$ cat src/core/uoc_defs.svh
// register map, field positions, reset values and timing counts
`ifndef UOC_DEFS_SVH
`define UOC_DEFS_SVH
`define UOC_ADR_CTRL 8'h00
`define UOC_ADR_TTL 8'h04
`define UOC_ADR_PEER_EN 8'h08
`define UOC_ADR_STATUS 8'h0C
`define UOC_ADR_RESOLVED 8'h10
`define UOC_ADR_CNT_BASE 8'h20
`define UOC_ADR_HWADDR_BASE 8'h40
`define UOC_CTRL_PCIE_FMT 0
`define UOC_CTRL_PREFILL_PKT 1
`define UOC_CTRL_LEVEL_LO 2
`define UOC_CTRL_VALIDATE 4
`define UOC_CTRL_RX_SIZE_HDR 5
`define UOC_CTRL_TRIG_ARP 6
`define UOC_CTRL_FLUSH_ARP 7
`define UOC_CTRL_CLEAR_CNT 8
`define UOC_CTRL_RESET 32'h0000_0000
`define UOC_TTL_RESET 8'h40
`define UOC_PEER_EN_RESET 4'h0
`define UOC_MAX_SIZE 16'h05C0
`define UOC_NUM_PEERS 4
`define UOC_TX_DEPTH 16
`define UOC_RX_DEPTH 16
`define UOC_CLK_MHZ 40
`define UOC_INIT_TIME_NS 2000
`define UOC_REC_TIME_NS 1000
`define UOC_INIT_CYC ((`UOC_INIT_TIME_NS * `UOC_CLK_MHZ + 999) / 1000)
`define UOC_REC_CYC ((`UOC_REC_TIME_NS * `UOC_CLK_MHZ + 999) / 1000)
`define UOC_EV_TX_NOTVLD 0
`define UOC_EV_TX_DONE 1
`define UOC_EV_TX_LEN 2
`define UOC_EV_RX_NOTVLD 3
`define UOC_EV_RX_DONE 4
`define UOC_EV_RX_CHKSUM 5
`define UOC_EV_RX_PACKET 6
`define UOC_EV_RX_MATCH 7
`endif

$ cat src/core/uoc_pkg.sv
// types shared by the offload control and status block
package uoc_pkg;
  typedef struct packed {
    logic [2:0] peer;
    logic last;
    logic [3:0] keep;
    logic [31:0] data;
  } uoc_word_type;
  typedef struct packed {
    logic sop;
    logic last;
    logic [15:0] size;
    logic [3:0] keep;
    logic [31:0] data;
  } uoc_rx_word_type;
  typedef struct packed {
    logic tx_notvld_done;
    logic tx_done;
    logic tx_length_err;
    logic tx_size_err;
    logic tx_mismatch;
    logic tx_uflow;
    logic rx_notvld_done;
    logic rx_done;
    logic rx_packet_err;
    logic rx_chksum_err;
    logic rx_match_err;
    logic rx_oflow;
  } uoc_irq_type;
  typedef struct packed {
    logic arp_done;
    logic arp_sniff_done;
    logic pause;
    logic link_init_done;
    logic link_local_fault;
    logic link_remote_fault;
    logic link_recovering;
  } uoc_sts_type;
  typedef enum logic [2:0] {
    TX_IDLE, TX_HDR, TX_ARP, TX_FILL, TX_SEND, TX_DROP
  } uoc_tx_state_type;
endpackage

$ cat src/core/uoc_ctrl_status.sv
// control, configuration and status logic of the udp offload engine
//
// Chosen here: the register addresses and register access over Wishbone.
`timescale 1ns/1ps
`include "uoc_defs.svh"
module uoc_ctrl_status (
  input wire logic clk_sys,
  input wire logic rst_b,
  input wire logic wb_cyc_i,
  input wire logic wb_stb_i,
  input wire logic wb_we_i,
  input wire logic [7:0] wb_adr_i,
  input wire logic [3:0] wb_sel_i,
  input wire logic [31:0] wb_dat_i,
  output logic [31:0] wb_dat_o,
  output logic wb_ack_o,
  input wire logic link_clk,
  input wire logic link_local_fault_pin,
  input wire logic link_remote_fault_pin,
  input wire logic s_axis_tvalid,
  output logic s_axis_tready,
  input wire logic [31:0] s_axis_tdata,
  input wire logic [3:0] s_axis_tkeep,
  input wire logic s_axis_tlast,
  input wire logic [2:0] s_axis_tuser,
  output uoc_pkg::uoc_word_type tx_line_word,
  output logic tx_line_valid,
  output logic tx_line_crc_bad,
  output logic [7:0] tx_ttl,
  input wire logic rx_eng_valid,
  input wire uoc_pkg::uoc_rx_word_type rx_eng_word,
  input wire logic rx_eng_end,
  input wire logic rx_eng_is_udp,
  input wire logic rx_eng_crc_bad,
  input wire logic rx_eng_chksum_bad,
  input wire logic rx_eng_match_bad,
  output logic m_axis_tvalid,
  input wire logic m_axis_tready,
  output logic [31:0] m_axis_tdata,
  output logic [3:0] m_axis_tkeep,
  output logic m_axis_tlast,
  output logic arp_req,
  output logic [1:0] arp_req_peer,
  input wire logic arp_rsp_valid,
  input wire logic [1:0] arp_rsp_peer,
  input wire logic [47:0] arp_rsp_hw_addr,
  input wire logic sniff_done_evt,
  input wire logic pause_level,
  output uoc_pkg::uoc_irq_type irq,
  output uoc_pkg::uoc_sts_type sts
);
  import uoc_pkg::*;

  function automatic logic [2:0] keep_bytes(input logic [3:0] k);
    keep_bytes = {2'b00, k[0]} + {2'b00, k[1]}
                 + {2'b00, k[2]} + {2'b00, k[3]};
  endfunction
  function automatic logic [31:0] merge(input logic [31:0] old_v,
    input logic [31:0] new_v, input logic [3:0] sel);
    logic [31:0] r;
    r = old_v;
    for (int i = 0; i < 4; i++) begin
      if (sel[i]) begin
        r[i*8 +: 8] = new_v[i*8 +: 8];
      end
    end
    return r;
  endfunction

  // ---- wishbone slave and registers
  logic [31:0] ctrl_r;
  logic [7:0] ttl_r;
  logic [3:0] peer_en_r;
  logic ack_r;
  logic [31:0] rdat_r;
  logic [31:0] rdat_nxt;
  logic [31:0] cnt_r [8];
  logic [47:0] hw_addr_r [`UOC_NUM_PEERS];
  logic [3:0] resolved_r;
  wire bus_req = wb_cyc_i & wb_stb_i & ~ack_r;
  wire bus_wr = bus_req & wb_we_i;
  wire [31:0] ctrl_nxt = merge(ctrl_r, wb_dat_i, wb_sel_i);
  wire cfg_pcie = ctrl_r[`UOC_CTRL_PCIE_FMT];
  wire cfg_prefill_pkt = ctrl_r[`UOC_CTRL_PREFILL_PKT];
  wire [1:0] cfg_level = ctrl_r[`UOC_CTRL_LEVEL_LO +: 2];
  wire cfg_validate = ctrl_r[`UOC_CTRL_VALIDATE];
  wire cfg_size_hdr = ctrl_r[`UOC_CTRL_RX_SIZE_HDR];
  wire cfg_trig_arp = ctrl_r[`UOC_CTRL_TRIG_ARP];
  wire cfg_flush = ctrl_r[`UOC_CTRL_FLUSH_ARP];
  wire cfg_clear = ctrl_r[`UOC_CTRL_CLEAR_CNT];
  wire adr_cnt = wb_adr_i[7:5] == 3'b001;
  wire adr_hw = wb_adr_i[7:4] == 4'h4;

  always_comb begin
    rdat_nxt = 32'h0000_0000;
    if (adr_cnt) begin
      rdat_nxt = cnt_r[wb_adr_i[4:2]];
    end else if (adr_hw) begin
      rdat_nxt = hw_addr_r[wb_adr_i[3:2]][31:0];
    end else begin
      case (wb_adr_i)
        `UOC_ADR_CTRL: rdat_nxt = ctrl_r;
        `UOC_ADR_TTL: rdat_nxt = {24'h00_0000, ttl_r};
        `UOC_ADR_PEER_EN: rdat_nxt = {28'h000_0000, peer_en_r};
        `UOC_ADR_STATUS: rdat_nxt = {25'h000_0000, sts};
        `UOC_ADR_RESOLVED: rdat_nxt = {28'h000_0000, resolved_r};
        default: rdat_nxt = 32'h0000_0000;
      endcase
    end
  end

  always_ff @(posedge clk_sys) begin
    if (!rst_b) begin
      ack_r <= 1'b0;
      rdat_r <= 32'h0000_0000;
      ctrl_r <= `UOC_CTRL_RESET;
      ttl_r <= `UOC_TTL_RESET;
      peer_en_r <= `UOC_PEER_EN_RESET;
    end else begin
      ack_r <= bus_req;
      if (bus_req) begin
        rdat_r <= rdat_nxt;
      end
      if (bus_wr && wb_adr_i == `UOC_ADR_CTRL) begin
        ctrl_r <= {23'h00_0000, ctrl_nxt[8:0]};
      end
      if (bus_wr && wb_adr_i == `UOC_ADR_TTL && wb_sel_i[0]) begin
        ttl_r <= wb_dat_i[7:0];
      end
      if (bus_wr && wb_adr_i == `UOC_ADR_PEER_EN && wb_sel_i[0]) begin
        peer_en_r <= wb_dat_i[3:0];
      end
    end
  end
  assign wb_ack_o = ack_r;
  assign wb_dat_o = rdat_r;
  assign tx_ttl = ttl_r;

  // ---- link clock and fault pins, two flops before use
  logic [2:0] lclk_s;
  logic [1:0] lf_s;
  logic [1:0] rf_s;
  always_ff @(posedge clk_sys) begin
    if (!rst_b) begin
      lclk_s <= 3'b000;
      lf_s <= 2'b00;
      rf_s <= 2'b00;
    end else begin
      lclk_s <= {lclk_s[1:0], link_clk};
      lf_s <= {lf_s[0], link_local_fault_pin};
      rf_s <= {rf_s[0], link_remote_fault_pin};
    end
  end
  // one tx line word per rising link clock edge models the line bandwidth
  wire line_tick = lclk_s[1] & ~lclk_s[2];

  // ---- link status
  logic [7:0] init_cnt_r;
  logic [7:0] rec_cnt_r;
  logic init_done_r;
  logic fault_d_r;
  wire fault_now = lf_s[1] | rf_s[1];
  always_ff @(posedge clk_sys) begin
    if (!rst_b) begin
      init_cnt_r <= 8'h00;
      init_done_r <= 1'b0;
      rec_cnt_r <= 8'h00;
      fault_d_r <= 1'b0;
    end else begin
      if (!init_done_r) begin
        init_cnt_r <= init_cnt_r + 8'h01;
        init_done_r <= init_cnt_r == 8'(`UOC_INIT_CYC - 1);
      end
      fault_d_r <= fault_now & init_done_r;
      if (fault_d_r && !fault_now) begin
        rec_cnt_r <= 8'(`UOC_REC_CYC);
      end else if (rec_cnt_r != 8'h00) begin
        rec_cnt_r <= rec_cnt_r - 8'h01;
      end
    end
  end

  // ---- tx fifo
  uoc_word_type tx_mem [`UOC_TX_DEPTH];
  logic [4:0] tx_wp_r;
  logic [4:0] tx_rp_r;
  logic [4:0] tx_lasts_r;
  wire [4:0] tx_cnt = tx_wp_r - tx_rp_r;
  wire tx_full = tx_cnt == 5'(`UOC_TX_DEPTH);
  wire tx_push = s_axis_tvalid & ~tx_full;
  uoc_word_type tx_head;
  assign tx_head = tx_mem[tx_rp_r[3:0]];
  logic tx_pop;
  assign s_axis_tready = ~tx_full;

  // ---- tx control
  uoc_tx_state_type tx_st_r;
  logic [15:0] tx_size_r;
  logic [15:0] tx_bytes_r;
  logic [2:0] tx_peer_r;
  logic tx_first_r;
  logic [3:0] want_r;
  wire [15:0] hdr_size = cfg_pcie ? {4'h0, tx_head.data[9:0], 2'b00}
                                  : tx_head.data[15:0];
  wire size_bad = hdr_size == 16'h0000 || hdr_size > `UOC_MAX_SIZE;
  wire peer_bad = tx_head.peer >= 3'(`UOC_NUM_PEERS)
                  || !peer_en_r[tx_head.peer[1:0]];
  wire [4:0] level_words = 5'h01 << cfg_level;
  wire tx_ready = cfg_prefill_pkt ? (tx_lasts_r != 5'h00 || tx_full)
                                  : tx_cnt >= level_words;
  wire tx_empty = tx_cnt == 5'h00;
  wire send_pop = tx_st_r == TX_SEND && line_tick && !tx_empty;
  wire [15:0] bytes_nxt = tx_bytes_r + {13'h0000, keep_bytes(tx_head.keep)};
  wire end_len_bad = bytes_nxt != tx_size_r;
  wire send_last = send_pop && tx_head.last;
  wire uflow = tx_st_r == TX_SEND && line_tick && tx_empty
               && !cfg_prefill_pkt;
  assign tx_pop = send_pop || (tx_st_r == TX_DROP && !tx_empty);

  always_ff @(posedge clk_sys) begin
    if (tx_push) begin
      tx_mem[tx_wp_r[3:0]] <= '{peer: s_axis_tuser, last: s_axis_tlast,
                                keep: s_axis_tkeep, data: s_axis_tdata};
    end
  end
  always_ff @(posedge clk_sys) begin
    if (!rst_b) begin
      tx_wp_r <= 5'h00;
      tx_rp_r <= 5'h00;
      tx_lasts_r <= 5'h00;
    end else begin
      tx_wp_r <= tx_wp_r + {4'h0, tx_push};
      tx_rp_r <= tx_rp_r + {4'h0, tx_pop};
      tx_lasts_r <= tx_lasts_r + {4'h0, tx_push & s_axis_tlast}
                    - {4'h0, tx_pop & tx_head.last};
    end
  end

  // the header word itself goes to the line; only later words are counted
  always_ff @(posedge clk_sys) begin
    if (!rst_b) begin
      tx_st_r <= TX_IDLE;
      tx_size_r <= 16'h0000;
      tx_bytes_r <= 16'h0000;
      tx_peer_r <= 3'h0;
      tx_first_r <= 1'b0;
    end else begin
      case (tx_st_r)
        TX_IDLE: if (!tx_empty) begin
          tx_st_r <= TX_HDR;
        end
        TX_HDR: begin
          tx_size_r <= hdr_size;
          tx_peer_r <= tx_head.peer;
          tx_bytes_r <= 16'h0000;
          tx_first_r <= 1'b1;
          if (size_bad || peer_bad) begin
            tx_st_r <= TX_DROP;
          end else if (!resolved_r[tx_head.peer[1:0]]) begin
            tx_st_r <= TX_ARP;
          end else begin
            tx_st_r <= TX_FILL;
          end
        end
        TX_ARP: if (resolved_r[tx_peer_r[1:0]]) begin
          tx_st_r <= TX_FILL;
        end
        TX_FILL: if (tx_ready) begin
          tx_st_r <= TX_SEND;
        end
        TX_SEND: if (send_pop) begin
          tx_first_r <= 1'b0;
          if (!tx_first_r) begin
            tx_bytes_r <= bytes_nxt;
          end
          if (tx_head.last) begin
            tx_st_r <= TX_IDLE;
          end
        end
        TX_DROP: if (!tx_empty && tx_head.last) begin
          tx_st_r <= TX_IDLE;
        end
        default: tx_st_r <= TX_IDLE;
      endcase
    end
  end

  wire hdr_only_last = tx_first_r && tx_size_r != 16'h0000;
  wire len_bad = send_last && (tx_first_r ? hdr_only_last : end_len_bad);
  always_ff @(posedge clk_sys) begin
    if (!rst_b) begin
      tx_line_word <= '0;
      tx_line_valid <= 1'b0;
      tx_line_crc_bad <= 1'b0;
    end else begin
      tx_line_valid <= send_pop;
      tx_line_crc_bad <= len_bad;
      if (send_pop) begin
        tx_line_word <= tx_head;
      end
    end
  end

  // ---- arp table
  logic [3:0] pend_r;
  logic sniff_r;
  wire [3:0] need = peer_en_r & ~resolved_r & ~pend_r
                    & (cfg_trig_arp ? 4'hF : want_r);
  wire [1:0] need_idx = need[0] ? 2'd0 : need[1] ? 2'd1
                        : need[2] ? 2'd2 : 2'd3;
  wire busy = tx_st_r != TX_IDLE || pend_r != 4'h0;
  wire flush_go = cfg_flush && !busy;
  always_ff @(posedge clk_sys) begin
    if (!rst_b) begin
      resolved_r <= 4'h0;
      pend_r <= 4'h0;
      want_r <= 4'h0;
      sniff_r <= 1'b0;
      arp_req <= 1'b0;
      arp_req_peer <= 2'd0;
    end else begin
      arp_req <= need != 4'h0 && !flush_go;
      arp_req_peer <= need_idx;
      if (flush_go) begin
        resolved_r <= 4'h0;
        pend_r <= 4'h0;
        want_r <= 4'h0;
        sniff_r <= 1'b0;
      end else begin
        if (need != 4'h0) begin
          pend_r[need_idx] <= 1'b1;
        end
        if (tx_st_r == TX_ARP) begin
          want_r[tx_peer_r[1:0]] <= 1'b1;
        end
        if (arp_rsp_valid) begin
          resolved_r[arp_rsp_peer] <= 1'b1;
          pend_r[arp_rsp_peer] <= 1'b0;
          want_r[arp_rsp_peer] <= 1'b0;
        end
      end
      // a sniff event in the flush cycle is kept, the set wins
      if (sniff_done_evt) begin
        sniff_r <= 1'b1;
      end
    end
  end
  always_ff @(posedge clk_sys) begin
    if (arp_rsp_valid) begin
      hw_addr_r[arp_rsp_peer] <= arp_rsp_hw_addr;
    end
  end

  // ---- rx buffer; uncommitted words vanish when validation fails
  uoc_rx_word_type rx_mem [`UOC_RX_DEPTH];
  logic [4:0] rx_wp_r;
  logic [4:0] rx_cp_r;
  logic [4:0] rx_rp_r;
  logic rx_lost_r;
  logic hdr_sent_r;
  wire rx_full = (rx_wp_r - rx_rp_r) == 5'(`UOC_RX_DEPTH);
  wire rx_wr = rx_eng_valid & ~rx_full;
  wire rx_oflow = rx_eng_valid & rx_full;
  wire [4:0] rx_wp_after = rx_wp_r + {4'h0, rx_wr};
  wire rx_good = rx_eng_is_udp & ~rx_eng_crc_bad & ~rx_eng_chksum_bad
                 & ~rx_eng_match_bad;
  wire keep_pkt = rx_good & ~rx_lost_r & ~rx_oflow;
  uoc_rx_word_type rx_head;
  assign rx_head = rx_mem[rx_rp_r[3:0]];
  wire rx_avail = rx_rp_r != rx_cp_r;
  wire rx_load = rx_avail & (~m_axis_tvalid | m_axis_tready);
  wire hdr_phase = rx_head.sop & cfg_size_hdr & ~hdr_sent_r;

  always_ff @(posedge clk_sys) begin
    if (rx_wr) begin
      rx_mem[rx_wp_r[3:0]] <= rx_eng_word;
    end
  end
  always_ff @(posedge clk_sys) begin
    if (!rst_b) begin
      rx_wp_r <= 5'h00;
      rx_cp_r <= 5'h00;
      rx_lost_r <= 1'b0;
    end else if (!cfg_validate) begin
      rx_wp_r <= rx_wp_after;
      rx_cp_r <= rx_wp_after;
      rx_lost_r <= 1'b0;
    end else if (rx_eng_end) begin
      rx_lost_r <= 1'b0;
      if (keep_pkt) begin
        rx_wp_r <= rx_wp_after;
        rx_cp_r <= rx_wp_after;
      end else begin
        rx_wp_r <= rx_cp_r;
      end
    end else begin
      rx_wp_r <= rx_wp_after;
      rx_lost_r <= rx_lost_r | rx_oflow;
    end
  end

  always_ff @(posedge clk_sys) begin
    if (!rst_b) begin
      rx_rp_r <= 5'h00;
      hdr_sent_r <= 1'b0;
      m_axis_tvalid <= 1'b0;
      m_axis_tdata <= 32'h0000_0000;
      m_axis_tkeep <= 4'h0;
      m_axis_tlast <= 1'b0;
    end else if (rx_load) begin
      m_axis_tvalid <= 1'b1;
      m_axis_tdata <= hdr_phase ? {16'h0000, rx_head.size} : rx_head.data;
      m_axis_tkeep <= hdr_phase ? 4'hF : rx_head.keep;
      m_axis_tlast <= hdr_phase ? 1'b0 : rx_head.last;
      hdr_sent_r <= hdr_phase;
      rx_rp_r <= rx_rp_r + {4'h0, ~hdr_phase};
    end else if (m_axis_tready) begin
      m_axis_tvalid <= 1'b0;
    end
  end

  // ---- event pulses and statistics
  logic [7:0] ev;
  assign ev[`UOC_EV_TX_NOTVLD] = arp_req;
  assign ev[`UOC_EV_TX_DONE] = send_last & ~len_bad;
  assign ev[`UOC_EV_TX_LEN] = len_bad;
  assign ev[`UOC_EV_RX_NOTVLD] = rx_eng_end & ~rx_eng_is_udp;
  assign ev[`UOC_EV_RX_DONE] = rx_eng_end & rx_good;
  assign ev[`UOC_EV_RX_CHKSUM] = rx_eng_end & rx_eng_chksum_bad;
  assign ev[`UOC_EV_RX_PACKET] = rx_eng_end & rx_eng_crc_bad;
  assign ev[`UOC_EV_RX_MATCH] = rx_eng_end & rx_eng_match_bad;

  always_ff @(posedge clk_sys) begin
    if (!rst_b) begin
      irq <= '0;
    end else begin
      irq.tx_notvld_done <= ev[`UOC_EV_TX_NOTVLD];
      irq.tx_done <= ev[`UOC_EV_TX_DONE];
      irq.tx_length_err <= ev[`UOC_EV_TX_LEN];
      irq.tx_size_err <= tx_st_r == TX_HDR && size_bad;
      irq.tx_mismatch <= tx_st_r == TX_HDR && !size_bad && peer_bad;
      irq.tx_uflow <= uflow;
      irq.rx_notvld_done <= ev[`UOC_EV_RX_NOTVLD];
      irq.rx_done <= ev[`UOC_EV_RX_DONE];
      irq.rx_packet_err <= ev[`UOC_EV_RX_PACKET];
      irq.rx_chksum_err <= ev[`UOC_EV_RX_CHKSUM];
      irq.rx_match_err <= ev[`UOC_EV_RX_MATCH];
      irq.rx_oflow <= rx_oflow;
    end
  end

  // counters see the same cycle as the pulse source, on the same edge as irq
  genvar gi;
  generate
    for (gi = 0; gi < 8; gi++) begin : g_cnt
      always_ff @(posedge clk_sys) begin
        if (!rst_b || cfg_clear) begin
          cnt_r[gi] <= 32'h0000_0000;
        end else if (ev[gi]) begin
          cnt_r[gi] <= cnt_r[gi] + 32'h0000_0001;
        end
      end
    end
  endgenerate

  always_ff @(posedge clk_sys) begin
    if (!rst_b) begin
      sts <= '0;
    end else begin
      sts.arp_done <= peer_en_r != 4'h0
                      && (resolved_r & peer_en_r) == peer_en_r;
      sts.arp_sniff_done <= sniff_r;
      sts.pause <= pause_level;
      sts.link_init_done <= init_done_r;
      sts.link_local_fault <= init_done_r & lf_s[1];
      sts.link_remote_fault <= init_done_r & rf_s[1];
      sts.link_recovering <= rec_cnt_r != 8'h00;
    end
  end
endmodule // uoc_ctrl_status

$ cat config.mk
export PLATFORM = sky130hd
export DESIGN_NAME = uoc_ctrl_status
export DESIGN_NICKNAME = d
export VERILOG_FILES = /design/src/core/uoc_pkg.sv /design/src/core/uoc_ctrl_status.sv
export VERILOG_INCLUDE_DIRS = /design/src /design/src/core
export SDC_FILE = /design/constraint.sdc
export NUM_CORES = 2
export LEC_CHECK = 0
export ABC_AREA = 1
export BUFFER_PORTS_ARGS = -buffer_cell sky130_fd_sc_hd__buf_2
export CAP_MARGIN = 20
export CORE_MARGIN = 4
export CORE_UTILIZATION = 50
export CTS_CLUSTER_DIAMETER = 50
export DETAILED_ROUTE_END_ITERATION = 16
export PLACE_DENSITY = 0.65
export SLEW_MARGIN = 15
export SYNTH_ARGS = -nofsm -noshare
export SYNTH_HDL_FRONTEND = slang
export SYNTH_SLANG_ARGS = --single-unit
$ cat constraint.sdc
create_clock -name clk_sys -period 7.4 [get_ports clk_sys]
set_clock_uncertainty 0.15 [all_clocks]
set_input_delay 0.74 -clock clk_sys [delete_from_list [all_inputs] [get_ports clk_sys]]
set_output_delay 0.74 -clock clk_sys [all_outputs]
set_load 0.1 [all_outputs]
==> qor.yml <==
yosys:
  synthFlopType: "edfxtp_1"
  synth_top_family_by_area: "simple AND/OR/NAND/NOR gates"
  ys_top_cells_by_area: "edfxtp_1 (62%), dfxtp_1 (5.8%), nand2_1 (5.3%)"
  syn_avg_cell_area_um2: 11.1
  ys_ff_latch: 2155
  synthMuxAreaShare_pct: 0.0110
  synth_async_sr_flop_share_pct: 0
  synth-compound-area-share_pct: 12.0
  ys_warn_count: 0
  synthCells: 8240
  synth_area_um2: 91400
  synth_cell_types: 65
  synth_fa_ha_area_share_pct: 0.616
  synthXorXnorAreaFrac_pct: 0.890
  synth_simple_gate_area_share_pct: 13.9
  yosysTopAreaCell: "edfxtp_1"
  yosysSeqAreaShare_pct: 67.9
  synth_edf_count: 1888
  syn_nets: 8489
  yosys.area.top_type_share_pct: 62.0
timing:
  hold_viol: 0
  maxSlewViolCount: 0
  period_minus_slack_ps: 6200
  max_freq_mhz: 161
  period_share_pct: 83.7
  setup_viol: 0
  relSlewSlack_pct: 18.2
  tightest_slew_ps: 1230
  final.setup.tns_ps: 0
  rsz0062_at_grt: "false"
clock_tree:
  numCtsBuffers: 230
  htreeDepth: 4
  postCtsSetupBuffers: 0
  ctsHoldBuffers: 49
  cts_tree: "yes"
  ctsLongestPathBuffers: 3
  clock_latency_ps: 870
  path_clk_slew_ps: 60
  cts_resized: 0
  cts.sinks: 2155
  cts_root_buffer: "clkbuf_16"
final_layout:
  areaGrowthSynthToFinish_pct: 13.2
  layout-drive-gt1-share_pct: 10.7
  ff_latch_area_um2: 62100
  fin_util_pct: 57.0
  multiInputGateArea_um2: 25400
  fillers: 14940
  layout.nets: 8750
setup_path:
  arrival_ps: 6740
  end_kind: "flop"
  slowest_delay_ps: 770
  cp_num_buf_inv: 3
  slowest_stage: "dfxtp_4"
  required_ps: 7940
  crit_type: "reg -> reg"
  start_kind: "flop"
  cpLargestDelayFamily: "simple AND/OR/NAND/NOR gates"
  crit_fanout: 145
  r2r_slack_ps: 1200
  crit_top_cell: "nand2_1"
power:
  power_density_nw_per_um2: 300
  p_leak_uw: 0.0365
  max-vdd-ir-drop_uv: 285
flow_run:
  drv_cap: 0
floorplan:
  pin_count: 351
  start_util_pct: 50.4
  die_area_um2: 190000
  core_area_um2: 181000
  die_h_um: 436
  core.rowCount: 156
  die_w_um: 436
detailed_routing:
  drt_iter0_drc: 7357
  drtPass1Iterations: 6
  drc: 0
  wl_per_cell_um: 22.9
  via_per_inst: 5.85
  vias: 64907
  routed_wirelength_mm: 254
  final_antenna_net_count: 0
grt:
  grt_pass1_wl_mm: 381
  antenna_found_initial: 37
  grt_max_degree: 235
  grtUsageTotal_pct: 26.1
  grt_pass1_vias: 61766
  gr-total-overflow: 0
status:
  status: "finished, final reports clean"
placed_design:
  hpwlAfterDp_mm: 148
  port-buffer-count: 309
  gp_congestion: 0.910
min_path:
  hold_class: "in -> reg"
[sequential cells by signal (all words and copies together), names as in the netlist, 5 cells and up, named ones only]
signal / count
rx_mem: 864
tx_mem: 640
cnt_r: 256
hw_addr_r: 128
tx_line_word: 40
m_axis_tdata: 32
wb_dat_o: 32
tx_bytes_r: 16
tx_size_r: 16
irq: 12
ctrl_r: 9
init_cnt_r: 8
rec_cnt_r: 8
tx_ttl: 8
sts: 7
rx_cp_r: 5
rx_rp_r: 5
rx_wp_r: 5
tx_lasts_r: 5
tx_rp_r: 5
tx_wp_r: 5
[Yosys cell counts (46+ instances only)]
cell / n
nor3_1: 121
nor2_1: 1028
dfxtp_1: 267
o211ai_1: 94
buf_2: 47
a31oi_1: 46
inv_1: 627
xor2_1: 62
nand3_1: 326
o21ai_0: 862
nand2_1: 1284
o221ai_1: 139
a21oi_1: 348
edfxtp_1: 1888
o22ai_1: 183
nand4_1: 86
clkbuf_1: 330
[cell type report]
| type | instances | share of cell area [%] |
|---|---|---|
| antenna | 13 | 0.0314 |
| inverter | 645 | 2.37 |
| clock buffer | 310 | 6.13 |
| sequential | 2155 | 60.0 |
| tap | 2370 | 2.87 |
| multi-input combinational | 4999 | 24.5 |
| clock inverter | 125 | 1.19 |
| timing repair buffer | 470 | 2.87 |
[kinds of logic after synthesis]
family,count (synthesis)
flip-flops,2155
AO/OA/AOI/OAI,1862
XOR/XNOR,92
multiplexers,1
AND/OR/NAND/NOR,3002
buffers and inverters,1086
adder cells (fa/ha/maj),42
[per-stage QoR]
stage          instance area [um2]  hold slack, ps  std cells  power (uW)  setup WS [ps]
2_1_floorplan                91400             240       8240       18100           1890
3_3_place_gp                 95200             245      10585       19600           1380
4_1_cts                     103000            17.0      11071       31100           1330
6_report                    103000            86.9      11087       31000           1200
3_5_place_dp                 95300             248      10587       19700           1310
5_1_grt                     103000            37.5      11079       32200            751
[final timing paths]
path	start	endpoint	depth (start not counted)
max reg2reg	tx_rp_r[0]	cnt_r[2][17]	27
min reg2reg	lf_s[0]	lf_s[1]	2
max	tx_rp_r[0]	cnt_r[2][17]	27
min	rst_b	sts[4]	3
[layout by cell type, fill, tap and decap left out, types with 237 or more instances in the layout]
cell type / count
o21ai_0: 862
a21oi_1: 348
nor2_1: 988
nand3_1: 325
dfxtp_1: 260
edfxtp_1: 1888
nand2_1: 1283
buf_2: 308
inv_1: 624
clkbuf_16: 237
[power breakdown]
part,internal (uW),total [uW],switching [uW]
Combinational,1390,5480,4090
Sequential,13800,14100,333
Clock,6570,11400,4840
[routing by layer]
| layer | vias to the layer above | part of all wire [%] | global-route usage (%) |
|---|---|---|---|
| met5 | - | 0.045 | 0 |
| met1 | 31847 | 41 | 35.5 |
| li1 | 29991 | - | - |
| met2 | 2535 | 47 | 42.0 |
| met3 | 516 | 7.1 | 4.02 |
| met4 | 18 | 4.2 | 11.0 |
[worst min-delay path: stages]
cell	delay, ps
buf_6	180
nand2_1	100
inv_1	30
(Power assumes the default switching activity.)
